==> config.mk <==
export PLATFORM = sky130hd
export DESIGN_NAME = scgc_top
export DESIGN_NICKNAME = d
export VERILOG_FILES = /design/src/scgc_pkg.sv /design/src/scgc_top.sv
export SDC_FILE = /design/constraint.sdc
export NUM_CORES = 1
export LEC_CHECK = 0
export BUFFER_PORTS_ARGS = -buffer_cell sky130_fd_sc_hd__buf_4
export CAP_MARGIN = 40
export CORE_MARGIN = 5
export CORE_UTILIZATION = 48
export CTS_BUF_LIST = sky130_fd_sc_hd__clkbuf_8
export DETAILED_ROUTE_END_ITERATION = 7
export PLACE_DENSITY = 0.93
export SLEW_MARGIN = 15
export SYNTH_ARGS = -nofsm -noshare
export SYNTH_HDL_FRONTEND = slang
export SYNTH_SLANG_ARGS = --single-unit
==> constraint.sdc <==
create_clock -name clk -period 3.2 [get_ports clk]
set_clock_uncertainty 0.05 [all_clocks]
set_input_delay 0.96 -clock clk [delete_from_list [all_inputs] [get_ports clk]]
set_output_delay 0.96 -clock clk [all_outputs]
set_load 0.05 [all_outputs]
==> src/scgc_pkg.sv <==
// Package for the sleep and clock gating controller
// Assumes a single 100 MHz clock and an APB register bus
package scgc_pkg;

  // ----------------------------------------
  // Register map (byte addresses)
  // ----------------------------------------
  localparam logic [11:0] SCGC_SLEEP_CTRL_OFS = 12'h000;
  localparam logic [11:0] SCGC_PPR_OFS = 12'h004;
  localparam logic [11:0] SCGC_CONFIG_OFS = 12'h008;
  localparam logic [11:0] SCGC_STATUS_OFS = 12'h00c;
  localparam logic [7:0] SCGC_PPR_RESET = 8'h00;
  localparam logic [7:0] SCGC_PPR_WMASK = 8'hef;
  localparam logic [3:0] SCGC_SLEEP_CTRL_RESET = 4'h0;
  localparam logic [5:0] SCGC_CONFIG_RESET = 6'h00;

  // ----------------------------------------
  // Gating bit positions
  // ----------------------------------------
  localparam int SCGC_BIT_TWI = 7;
  localparam int SCGC_BIT_TIM2 = 6;
  localparam int SCGC_BIT_TIM0 = 5;
  localparam int SCGC_BIT_RES = 4;
  localparam int SCGC_BIT_TIM1 = 3;
  localparam int SCGC_BIT_SPI = 2;
  localparam int SCGC_BIT_USART = 1;
  localparam int SCGC_BIT_CONV = 0;

  // ----------------------------------------
  // Timing
  // ----------------------------------------
  localparam int SCGC_CLK_MHZ = 100;
  localparam logic [3:0] SCGC_STANDBY_WAKE_CYC = 4'h6;
  localparam logic [3:0] SCGC_HALT_EXTRA_CYC = 4'h4;
  localparam logic [15:0] SCGC_STARTUP_RESET = 16'h0010;

  // ----------------------------------------
  // Sleep modes and controller states
  // ----------------------------------------
  typedef enum logic [2:0] {
    SCGC_MODE_IDLE = 3'b000,
    SCGC_MODE_NOISE = 3'b001,
    SCGC_MODE_PDOWN = 3'b010,
    SCGC_MODE_PSAVE = 3'b011,
    SCGC_MODE_R4 = 3'b100,
    SCGC_MODE_R5 = 3'b101,
    SCGC_MODE_STANDBY = 3'b110,
    SCGC_MODE_R7 = 3'b111
  } scgc_mode_t;

  typedef enum logic [1:0] {
    SCGC_ST_ACTIVE = 2'b00,
    SCGC_ST_SLEEP = 2'b01,
    SCGC_ST_START = 2'b10,
    SCGC_ST_HALT = 2'b11
  } scgc_state_t;

  // Wake requests from the system
  typedef struct packed {
    logic ext_level;
    logic ext_edge;
    logic pin_change;
    logic addr_match;
    logic timer_two;
    logic store_ready;
    logic converter;
    logic watchdog;
    logic other_io;
  } scgc_wake_t;

  // Analog and fuse status from the system
  typedef struct packed {
    logic converter_on;
    logic comparator_on;
    logic comparator_uses_ref;
    logic brownout_fuse_on;
    logic watchdog_on;
    logic crystal_selected;
  } scgc_analog_t;

  // Clock and power enables to the system
  typedef struct packed {
    logic core_clock_domain;
    logic program_memory_clock;
    logic peripheral_clock_domain;
    logic converter_clock_domain;
    logic separate_oscillator_clock;
    logic main_source_en;
    logic timer_osc_en;
    logic converter_en;
    logic comparator_en;
    logic reference_en;
    logic brownout_en;
    logic watchdog_en;
    logic input_buffers_en;
    logic extended_conversion;
    logic comparator_mux_block;
  } scgc_power_t;

  typedef struct packed {
    scgc_state_t state;
    scgc_mode_t mode;
    logic [3:0] sleep_ctrl;
    logic [7:0] ppr;
    logic [5:0] config_bits;
    logic [15:0] count;
    logic [31:0] prdata;
    logic conv_was_on;
    logic ext_conv;
    logic woke;
  } scgc_regs_t;

endpackage : scgc_pkg

==> src/scgc_top.sv <==
// Sleep mode and per-peripheral clock gating controller
// Assumes core sleep pulse, wake sources and status are synchronous to clk
// Notes on behaviour
// - Code 110 with crystal enters standby
// - Standby wakes after six clock cycles
// - Clock domains stopped per sleep mode
// - Wake sources accepted per sleep mode
// - Deep modes wake on level or pin-change pins, never on edge pins
// - Timer oscillator runs only in async mode
// - Gating bit stops clock, blocks register access
// - Clearing gate resumes frozen state
// - Gating acts in every state, timer two included in power-save
// - Gating bit layout, cleared at reset
// - Bit four reads zero, not writable
// - Timer two gate only when synchronous
// - Converter stays on; restart gives extended conversion
// - Deep modes disable comparator unless reference used
// - Reference on only when something needs it
// - Fuse-enabled brown-out stays on in sleep
// - Enabled watchdog keeps running in sleep
// - Input buffers off when both clocks stop
// - Mode select encodings, others reserved
// - Core held four cycles past start-up
module scgc_top #(
  parameter logic [15:0] STARTUP_CYCLES = scgc_pkg::SCGC_STARTUP_RESET
) (
  input wire logic clk,
  input wire logic rst_n,
  input wire logic psel,
  input wire logic penable,
  input wire logic pwrite,
  input wire logic [11:0] paddr,
  input wire logic [31:0] pwdata,
  output logic [31:0] prdata,
  output logic pready,
  output logic pslverr,
  input wire logic sleep_instr,
  input wire scgc_pkg::scgc_wake_t wake_req,
  input wire scgc_pkg::scgc_analog_t analog_in,
  input wire logic timer_two_external_clock_sel,
  input wire logic periph_sel_valid,
  input wire logic periph_write,
  input wire logic [2:0] periph_index,
  input wire logic [7:0] periph_rdata_in,
  output logic periph_write_en,
  output logic [7:0] periph_rdata,
  output logic [7:0] periph_clk_en,
  output scgc_pkg::scgc_power_t power,
  output logic core_hold,
  output logic sleeping
);
  import scgc_pkg::*;

  scgc_regs_t r;
  scgc_regs_t next_r;
  logic deep;
  logic wake_ok;
  logic [7:0] gate_eff;
  logic wr;
  logic rd;
  logic asleep;

  // ----------------------------------------
  // Helpers
  // ----------------------------------------
  function automatic logic mode_valid(input scgc_mode_t m, input logic xtal);
    unique case (m)
      SCGC_MODE_IDLE, SCGC_MODE_NOISE, SCGC_MODE_PDOWN, SCGC_MODE_PSAVE: mode_valid = 1'b1;
      SCGC_MODE_STANDBY: mode_valid = xtal;
      default: mode_valid = 1'b0;
    endcase
  endfunction : mode_valid

  function automatic logic wake_allowed(input scgc_mode_t m, input scgc_wake_t w);
    logic pins;
    pins = w.ext_level | w.pin_change;
    unique case (m)
      SCGC_MODE_IDLE: wake_allowed = |w;
      SCGC_MODE_NOISE: wake_allowed = pins | w.addr_match | w.timer_two | w.store_ready
        | w.converter | w.watchdog;
      SCGC_MODE_PSAVE: wake_allowed = pins | w.addr_match | w.timer_two | w.watchdog;
      default: wake_allowed = pins | w.addr_match | w.watchdog;
    endcase
  endfunction : wake_allowed

  assign asleep = (r.state == SCGC_ST_SLEEP) || (r.state == SCGC_ST_START);
  assign deep = asleep && (r.mode != SCGC_MODE_IDLE);
  assign wake_ok = wake_allowed(r.mode, wake_req);
  assign wr = psel && penable && pwrite;
  assign rd = psel && !penable && !pwrite;

  // ----------------------------------------
  // Next state
  // ----------------------------------------
  always_comb begin
    next_r = r;
    next_r.prdata = r.prdata;
    if (wr) begin
      unique case (paddr)
        SCGC_SLEEP_CTRL_OFS: next_r.sleep_ctrl = pwdata[3:0];
        SCGC_PPR_OFS: next_r.ppr = pwdata[7:0] & SCGC_PPR_WMASK;
        SCGC_CONFIG_OFS: next_r.config_bits = pwdata[5:0];
        default: ;
      endcase
    end
    if (rd) begin
      unique case (paddr)
        SCGC_SLEEP_CTRL_OFS: next_r.prdata = {28'h0000000, r.sleep_ctrl};
        SCGC_PPR_OFS: next_r.prdata = {24'h000000, r.ppr & SCGC_PPR_WMASK};
        SCGC_CONFIG_OFS: next_r.prdata = {26'h0000000, r.config_bits};
        SCGC_STATUS_OFS: next_r.prdata = {25'h0000000, r.woke, r.ext_conv, r.mode, r.state};
        default: next_r.prdata = 32'h00000000;
      endcase
    end
    unique case (r.state)
      SCGC_ST_ACTIVE: begin
        if (sleep_instr && r.sleep_ctrl[0]
            && mode_valid(scgc_mode_t'(r.sleep_ctrl[3:1]), analog_in.crystal_selected)) begin
          next_r.state = SCGC_ST_SLEEP;
          next_r.mode = scgc_mode_t'(r.sleep_ctrl[3:1]);
          next_r.woke = 1'b0;
        end
      end
      SCGC_ST_SLEEP: begin
        if (wake_ok) begin
          next_r.state = SCGC_ST_START;
          next_r.woke = 1'b1;
          if (r.mode == SCGC_MODE_STANDBY) begin
            next_r.count = {12'h000, SCGC_STANDBY_WAKE_CYC} - 16'h0001;
          end else if (r.mode == SCGC_MODE_IDLE || r.mode == SCGC_MODE_NOISE) begin
            next_r.count = 16'h0000;
          end else begin
            next_r.count = STARTUP_CYCLES - 16'h0001;
          end
        end
      end
      SCGC_ST_START: begin
        if (r.count == 16'h0000) begin
          next_r.state = SCGC_ST_HALT;
          next_r.count = {12'h000, SCGC_HALT_EXTRA_CYC} - 16'h0001;
        end else begin
          next_r.count = r.count - 16'h0001;
        end
      end
      SCGC_ST_HALT: begin
        if (r.count == 16'h0000) begin
          next_r.state = SCGC_ST_ACTIVE;
        end else begin
          next_r.count = r.count - 16'h0001;
        end
      end
    endcase
    next_r.conv_was_on = analog_in.converter_on;
    if (!analog_in.converter_on) begin
      next_r.ext_conv = r.conv_was_on ? 1'b1 : r.ext_conv;
    end else if (r.config_bits[0]) begin
      next_r.ext_conv = 1'b0;
    end
  end

  // ----------------------------------------
  // State register
  // ----------------------------------------
  always_ff @(posedge clk) begin
    if (!rst_n) begin
      r <= '{state: SCGC_ST_ACTIVE, mode: SCGC_MODE_IDLE, sleep_ctrl: SCGC_SLEEP_CTRL_RESET,
             ppr: SCGC_PPR_RESET, config_bits: SCGC_CONFIG_RESET, count: 16'h0000,
             prdata: 32'h00000000, conv_was_on: 1'b0, ext_conv: 1'b0, woke: 1'b0};
    end else begin
      r <= next_r;
    end
  end

  // ----------------------------------------
  // Clock and power outputs
  // ----------------------------------------
  always_comb begin
    logic io_run;
    logic adc_run;
    io_run = !asleep || r.mode == SCGC_MODE_IDLE;
    adc_run = io_run || r.mode == SCGC_MODE_NOISE;
    power.core_clock_domain = !asleep;
    power.program_memory_clock = !asleep;
    power.peripheral_clock_domain = io_run;
    power.converter_clock_domain = adc_run;
    power.separate_oscillator_clock = adc_run || r.mode == SCGC_MODE_PSAVE;
    power.main_source_en = adc_run || r.mode == SCGC_MODE_STANDBY
      || r.state == SCGC_ST_START;
    power.timer_osc_en = timer_two_external_clock_sel
      && (adc_run || r.mode == SCGC_MODE_PSAVE);
    power.converter_en = analog_in.converter_on;
    power.comparator_en = analog_in.comparator_on
      && (!deep || r.mode == SCGC_MODE_NOISE || analog_in.comparator_uses_ref);
    power.brownout_en = analog_in.brownout_fuse_on;
    power.reference_en = power.brownout_en || power.converter_en
      || (power.comparator_en && analog_in.comparator_uses_ref);
    power.watchdog_en = analog_in.watchdog_on;
    power.input_buffers_en = io_run || adc_run;
    power.extended_conversion = r.ext_conv;
    power.comparator_mux_block = r.ppr[SCGC_BIT_CONV];
  end

  // Peripheral gating
  always_comb begin
    gate_eff = r.ppr & SCGC_PPR_WMASK;
    gate_eff[SCGC_BIT_TIM2] = r.ppr[SCGC_BIT_TIM2] && !timer_two_external_clock_sel;
    for (int i = 0; i < 8; i++) begin
      periph_clk_en[i] = power.peripheral_clock_domain && !gate_eff[i];
    end
    periph_clk_en[SCGC_BIT_TIM2] = !gate_eff[SCGC_BIT_TIM2]
      && (power.peripheral_clock_domain || timer_two_external_clock_sel
          || (asleep && r.mode == SCGC_MODE_PSAVE));
    periph_clk_en[SCGC_BIT_RES] = 1'b0;
  end

  assign periph_write_en = periph_sel_valid && periph_write && !gate_eff[periph_index];
  assign periph_rdata = gate_eff[periph_index] ? 8'h00 : periph_rdata_in;
  assign prdata = r.prdata;
  assign pready = 1'b1;
  assign pslverr = 1'b0;
  assign core_hold = r.state != SCGC_ST_ACTIVE;
  assign sleeping = asleep;
endmodule : scgc_top

==> impl_metrics.csv <==
group,metric,value,unit
status,outcome,"finished, violations left",
status,violations,"setup timing",
synth,synth_xor_area_frac,0,
cells_and_area,antenna_cells,0,
floorplan,rows,29,
placed_design,io_buffers,93,
setup_path,r2r_start,"r[72]$_SDFFE_PN0P_",
placed_design,post-place-cells,516,
cells_and_area,area.growth.synth_to_final,24.10,%
floorplan,die_x,90.76,µm
global_route,grt_overflow_total,0,
setup_path,crit_family,"multiplexers",
route,via_count,3065,
synth,synthTopCellsByCount,"dfxtp_1 (49), nor2_1 (47), buf_4 (41)",
route,drt_pass1_iterations,5,
synth,synth_ff_type,"dfxtp_1",
setup_path,cp-start-kind,"primary input",
cells_and_area,final.fill_count,497,
pwr,power_density,317.2,nW/µm²
setup_path,crit_arrival,2.23,ns
clock_tree,clk_latency,0.31,ns
pwr,ir_worst_vdd,0.0002364,V
floorplan,coreArea,6350,µm²
setup_path,critPathMaxFanout,4,
timing,setup_tns,-0.2397,ns
clock_tree,numCtsBuffers,5,
setup_path,path_cells,"buf_8, mux4_2, o21ai_4, buf_4, and2_4, buf_6",
synth,ys_ff_latch,49,
timing,period_minus_slack,3.239,ns
synth,ys_async_sr_fraction,0,
synth,synth_fa_ha_area_frac,0.02798,
floorplan,dieArea,8237,µm²
setup_path,path_buf_inv,3,
setup_path,crit_type,"primary input to primary output",
setup_path,worst-path-stages,6,
clock_tree,cts-root-buf,"clkbuf_8",
floorplan,pin_count,147,
clock_tree,cts_tree,"done",
synth,synthSimpleGateAreaFrac,0.2658,
synth,synth-edff-count,0,
route,vias_per_cell,5.838,
setup_path,cp-end-kind,"primary output",
setup_path,worstReg2RegEnd,"r[47]$_SDFFE_PN0P_",
cells_and_area,post_route_cells_drive_above_1_share,0.3125,
route,remaining_drc_errors,0,
setup_path,slowest_stage,"mux4_2",
timing,drv_slew,0,
synth,synth.avg_cell_area,8.415,µm²
timing,fmax,0.3087,GHz
synth,synth_top_family_by_area,"simple AND/OR/NAND/NOR gates",
setup_path,crit_path_end,"periph_rdata[2]",
clock_tree,clkTransAtPathRegs,0.09,ns
setup_path,startpoint,"periph_index[2]",
route,finalWirelength,8.742,mm
global_route,track_usage,0.1982,
synth,synth_most_common_cell,"dfxtp_1",
floorplan,start_util,0.4930,
global_route,grt_pass1_wl,13.77,mm
synth,ys_seq_area_frac,0.3133,
timing,finalSetupViolations,9,
clock_tree,cts_buffer_depth,2,
route,wl_per_cell,16.65,µm
timing,relSlewSlack,0.6322,
cells_and_area,stdcell_count,525,
timing,rsz0062_at_grt,"yes",
hold_path,hp-class,"flop to flop",
cells_and_area,layout.nets,534,
route,postRouteAntennaNets,0,
floorplan,die_y,90.76,µm
route,drt_iter0_drc,272,
timing,layout_setup_ws,-0.03908,ns
setup_path,cp_slowest_stage_delay,0.54,ns
setup_path,worst_ep_required_time,2.19,ns
timing,worstMarginPinSlew,0.5467,ns
clock_tree,htreeDepth,2,
global_route,grt_max_degree,34,
timing,fin_crit_sh,1.012,
synth,synth.area.mux_share,0.1139,
pwr,p_leak,0.001718,µW
clock_tree,cts_hold_buffers,0,
synth,synth_area_leader_cell,"dfxtp_1",
job,max_cap_violations,0,
synth,synth_top_area_frac,0.3133,
timing,finalHoldViolations,0,
setup_path,reg2reg_depth,6,
synth,yosysUniqueCellTypes,58,
synth,syn_inst,372,
global_route,grt_pass1_vias,2896,
global_route,antenna_found_initial,0,
synth,synth-compound-area-share,0.1395,
placed_design,hpwl,6.551,mm
placed_design,place_congestion,0.8842,
setup_path,r2r_slack,0.58,ns
synth,synth_warnings,0,
synth,synth.top_cells.by_area,"dfxtp_1 (31%), buf_4 (9.8%), mux2i_1 (6.7%), nor2_1 (5.6%), mux4_2 (3.6%)",
clock_tree,clock_sinks,49,
synth,synthesis.area,3131,µm²
-- state kept, by name, indices dropped and copies added (netlist names) --
register / flops
r: 34
prdata: 8
power: 2
gate_eff: 5
-- cells in the final DEF (no fill, tap or decap), types with 4 or more instances in the layout --
cell type | netlist | routed
and2_4 | 0 | 4
clkbuf_8 | 0 | 6
nor2_1 | 47 | 47
or4_1 | 11 | 11
nand3_1 | 6 | 6
o21ai_0 | 8 | 6
inv_1 | 14 | 14
and2_1 | 11 | 7
mux2i_1 | 21 | 21
o41ai_1 | 5 | 5
ha_1 | 7 | 7
dfxtp_1 | 49 | 49
or3_1 | 6 | 6
a21oi_1 | 22 | 22
nor3_1 | 4 | 4
nand4_1 | 4 | 4
buf_6 | 0 | 8
conb_1 | 2 | 27
buf_4 | 41 | 91
nor2b_1 | 4 | 4
nor4_1 | 9 | 8
mux4_2 | 5 | 5
nand2_1 | 18 | 18
o31ai_1 | 6 | 6
-- logic make-up (layout without fill, tap and decap cells) --
group / Yosys count / in the layout
fa+ha+maj: 7 / 7
other cells: 2 / 27
compound gates: 64 / 64
flops: 49 / 49
buf+inv: 72 / 123
mux: 29 / 29
simple gates: 149 / 149
-- worst register-to-register path, stage by stage (launching register included) --
cell and delay [ns]:
dfxtp_1 0.42, inv_1 0.13, ha_1 0.35, nor3_1 0.43, or4b_4 0.54, or4b_4 0.53
a21oi_2 0.14
-- how the worst min path moves through the flow --
| stage | from | cells past startpoint | slack, ns | to |
|---|---|---|---|---|
| 2_1_floorplan | prdata[4]$_SDFFE_PN0P_ | 2 | 0.38 | prdata[4]$_SDFFE_PN0P_ |
| 3_3_place_gp | prdata[6]$_SDFFE_PN0P_ | 2 | 0.39 | prdata[6]$_SDFFE_PN0P_ |
| 3_5_place_dp | prdata[6]$_SDFFE_PN0P_ | 2 | 0.40 | prdata[6]$_SDFFE_PN0P_ |
| 4_1_cts | prdata[6]$_SDFFE_PN0P_ | 2 | 0.42 | prdata[6]$_SDFFE_PN0P_ |
| 5_1_grt | prdata[2]$_SDFFE_PN0P_ | 2 | 0.43 | prdata[2]$_SDFFE_PN0P_ |
| 6_report | prdata[6]$_SDFFE_PN0P_ | 2 | 0.41 | prdata[6]$_SDFFE_PN0P_ |
-- metrics by stage --
step,cell area (µm²),total power (µW),utilization,hold slack (ns),setup WS [ns]
2_1_floorplan,3226,802.0,-,0.3823,-0.1329
3_3_place_gp,3702,847.5,0.5831,0.3928,-0.02580
3_5_place_dp,3702,851.0,0.5831,0.4037,-0.02731
4_1_cts,3804,1220,0.5990,0.4162,-0.02068
5_1_grt,3885,1277,0.6118,0.4341,-0.1302
6_report,3885,1232,0.6118,0.4123,-0.03908
-- layer usage --
metal  vias up  wire, µm  part of all wire  track usage
li1       1423         -                 -            -
met1      1420      3353              0.38       0.2383
met2       187      4365              0.50       0.3450
met3        35       715             0.082      0.04583
met4         0       308             0.035      0.06576
met5         -         0                 0            0
-- cell type report --
class	count	area [µm²]	share of cell area
Multi-Input combinational cell	276	1847	0.4754
Clock buffer	6	82.58	0.02126
Timing Repair Buffer	102	818.3	0.2106
Tap cell	77	96.34	0.02480
Inverter	14	52.55	0.01353
Clock inverter	1	7.507	0.001932
Sequential cell	49	980.9	0.2525
-- where the power goes --
group	switching [µW]	total, µW	internal [µW]	leakage (µW)
combinational	160	243	83.7	0.00128
clock	206	377	171	0.0000433
sequential	1.09	612	611	0.000395
-- timing repair --
action | in CTS | in global routing
resized for setup | 3 | 20
cloned | 0 | 1
pin swaps | 0 | 2
setup buffers | 0 | 1
setup endpoints to repair | 3 | 9
(Power assumes the default switching activity.)
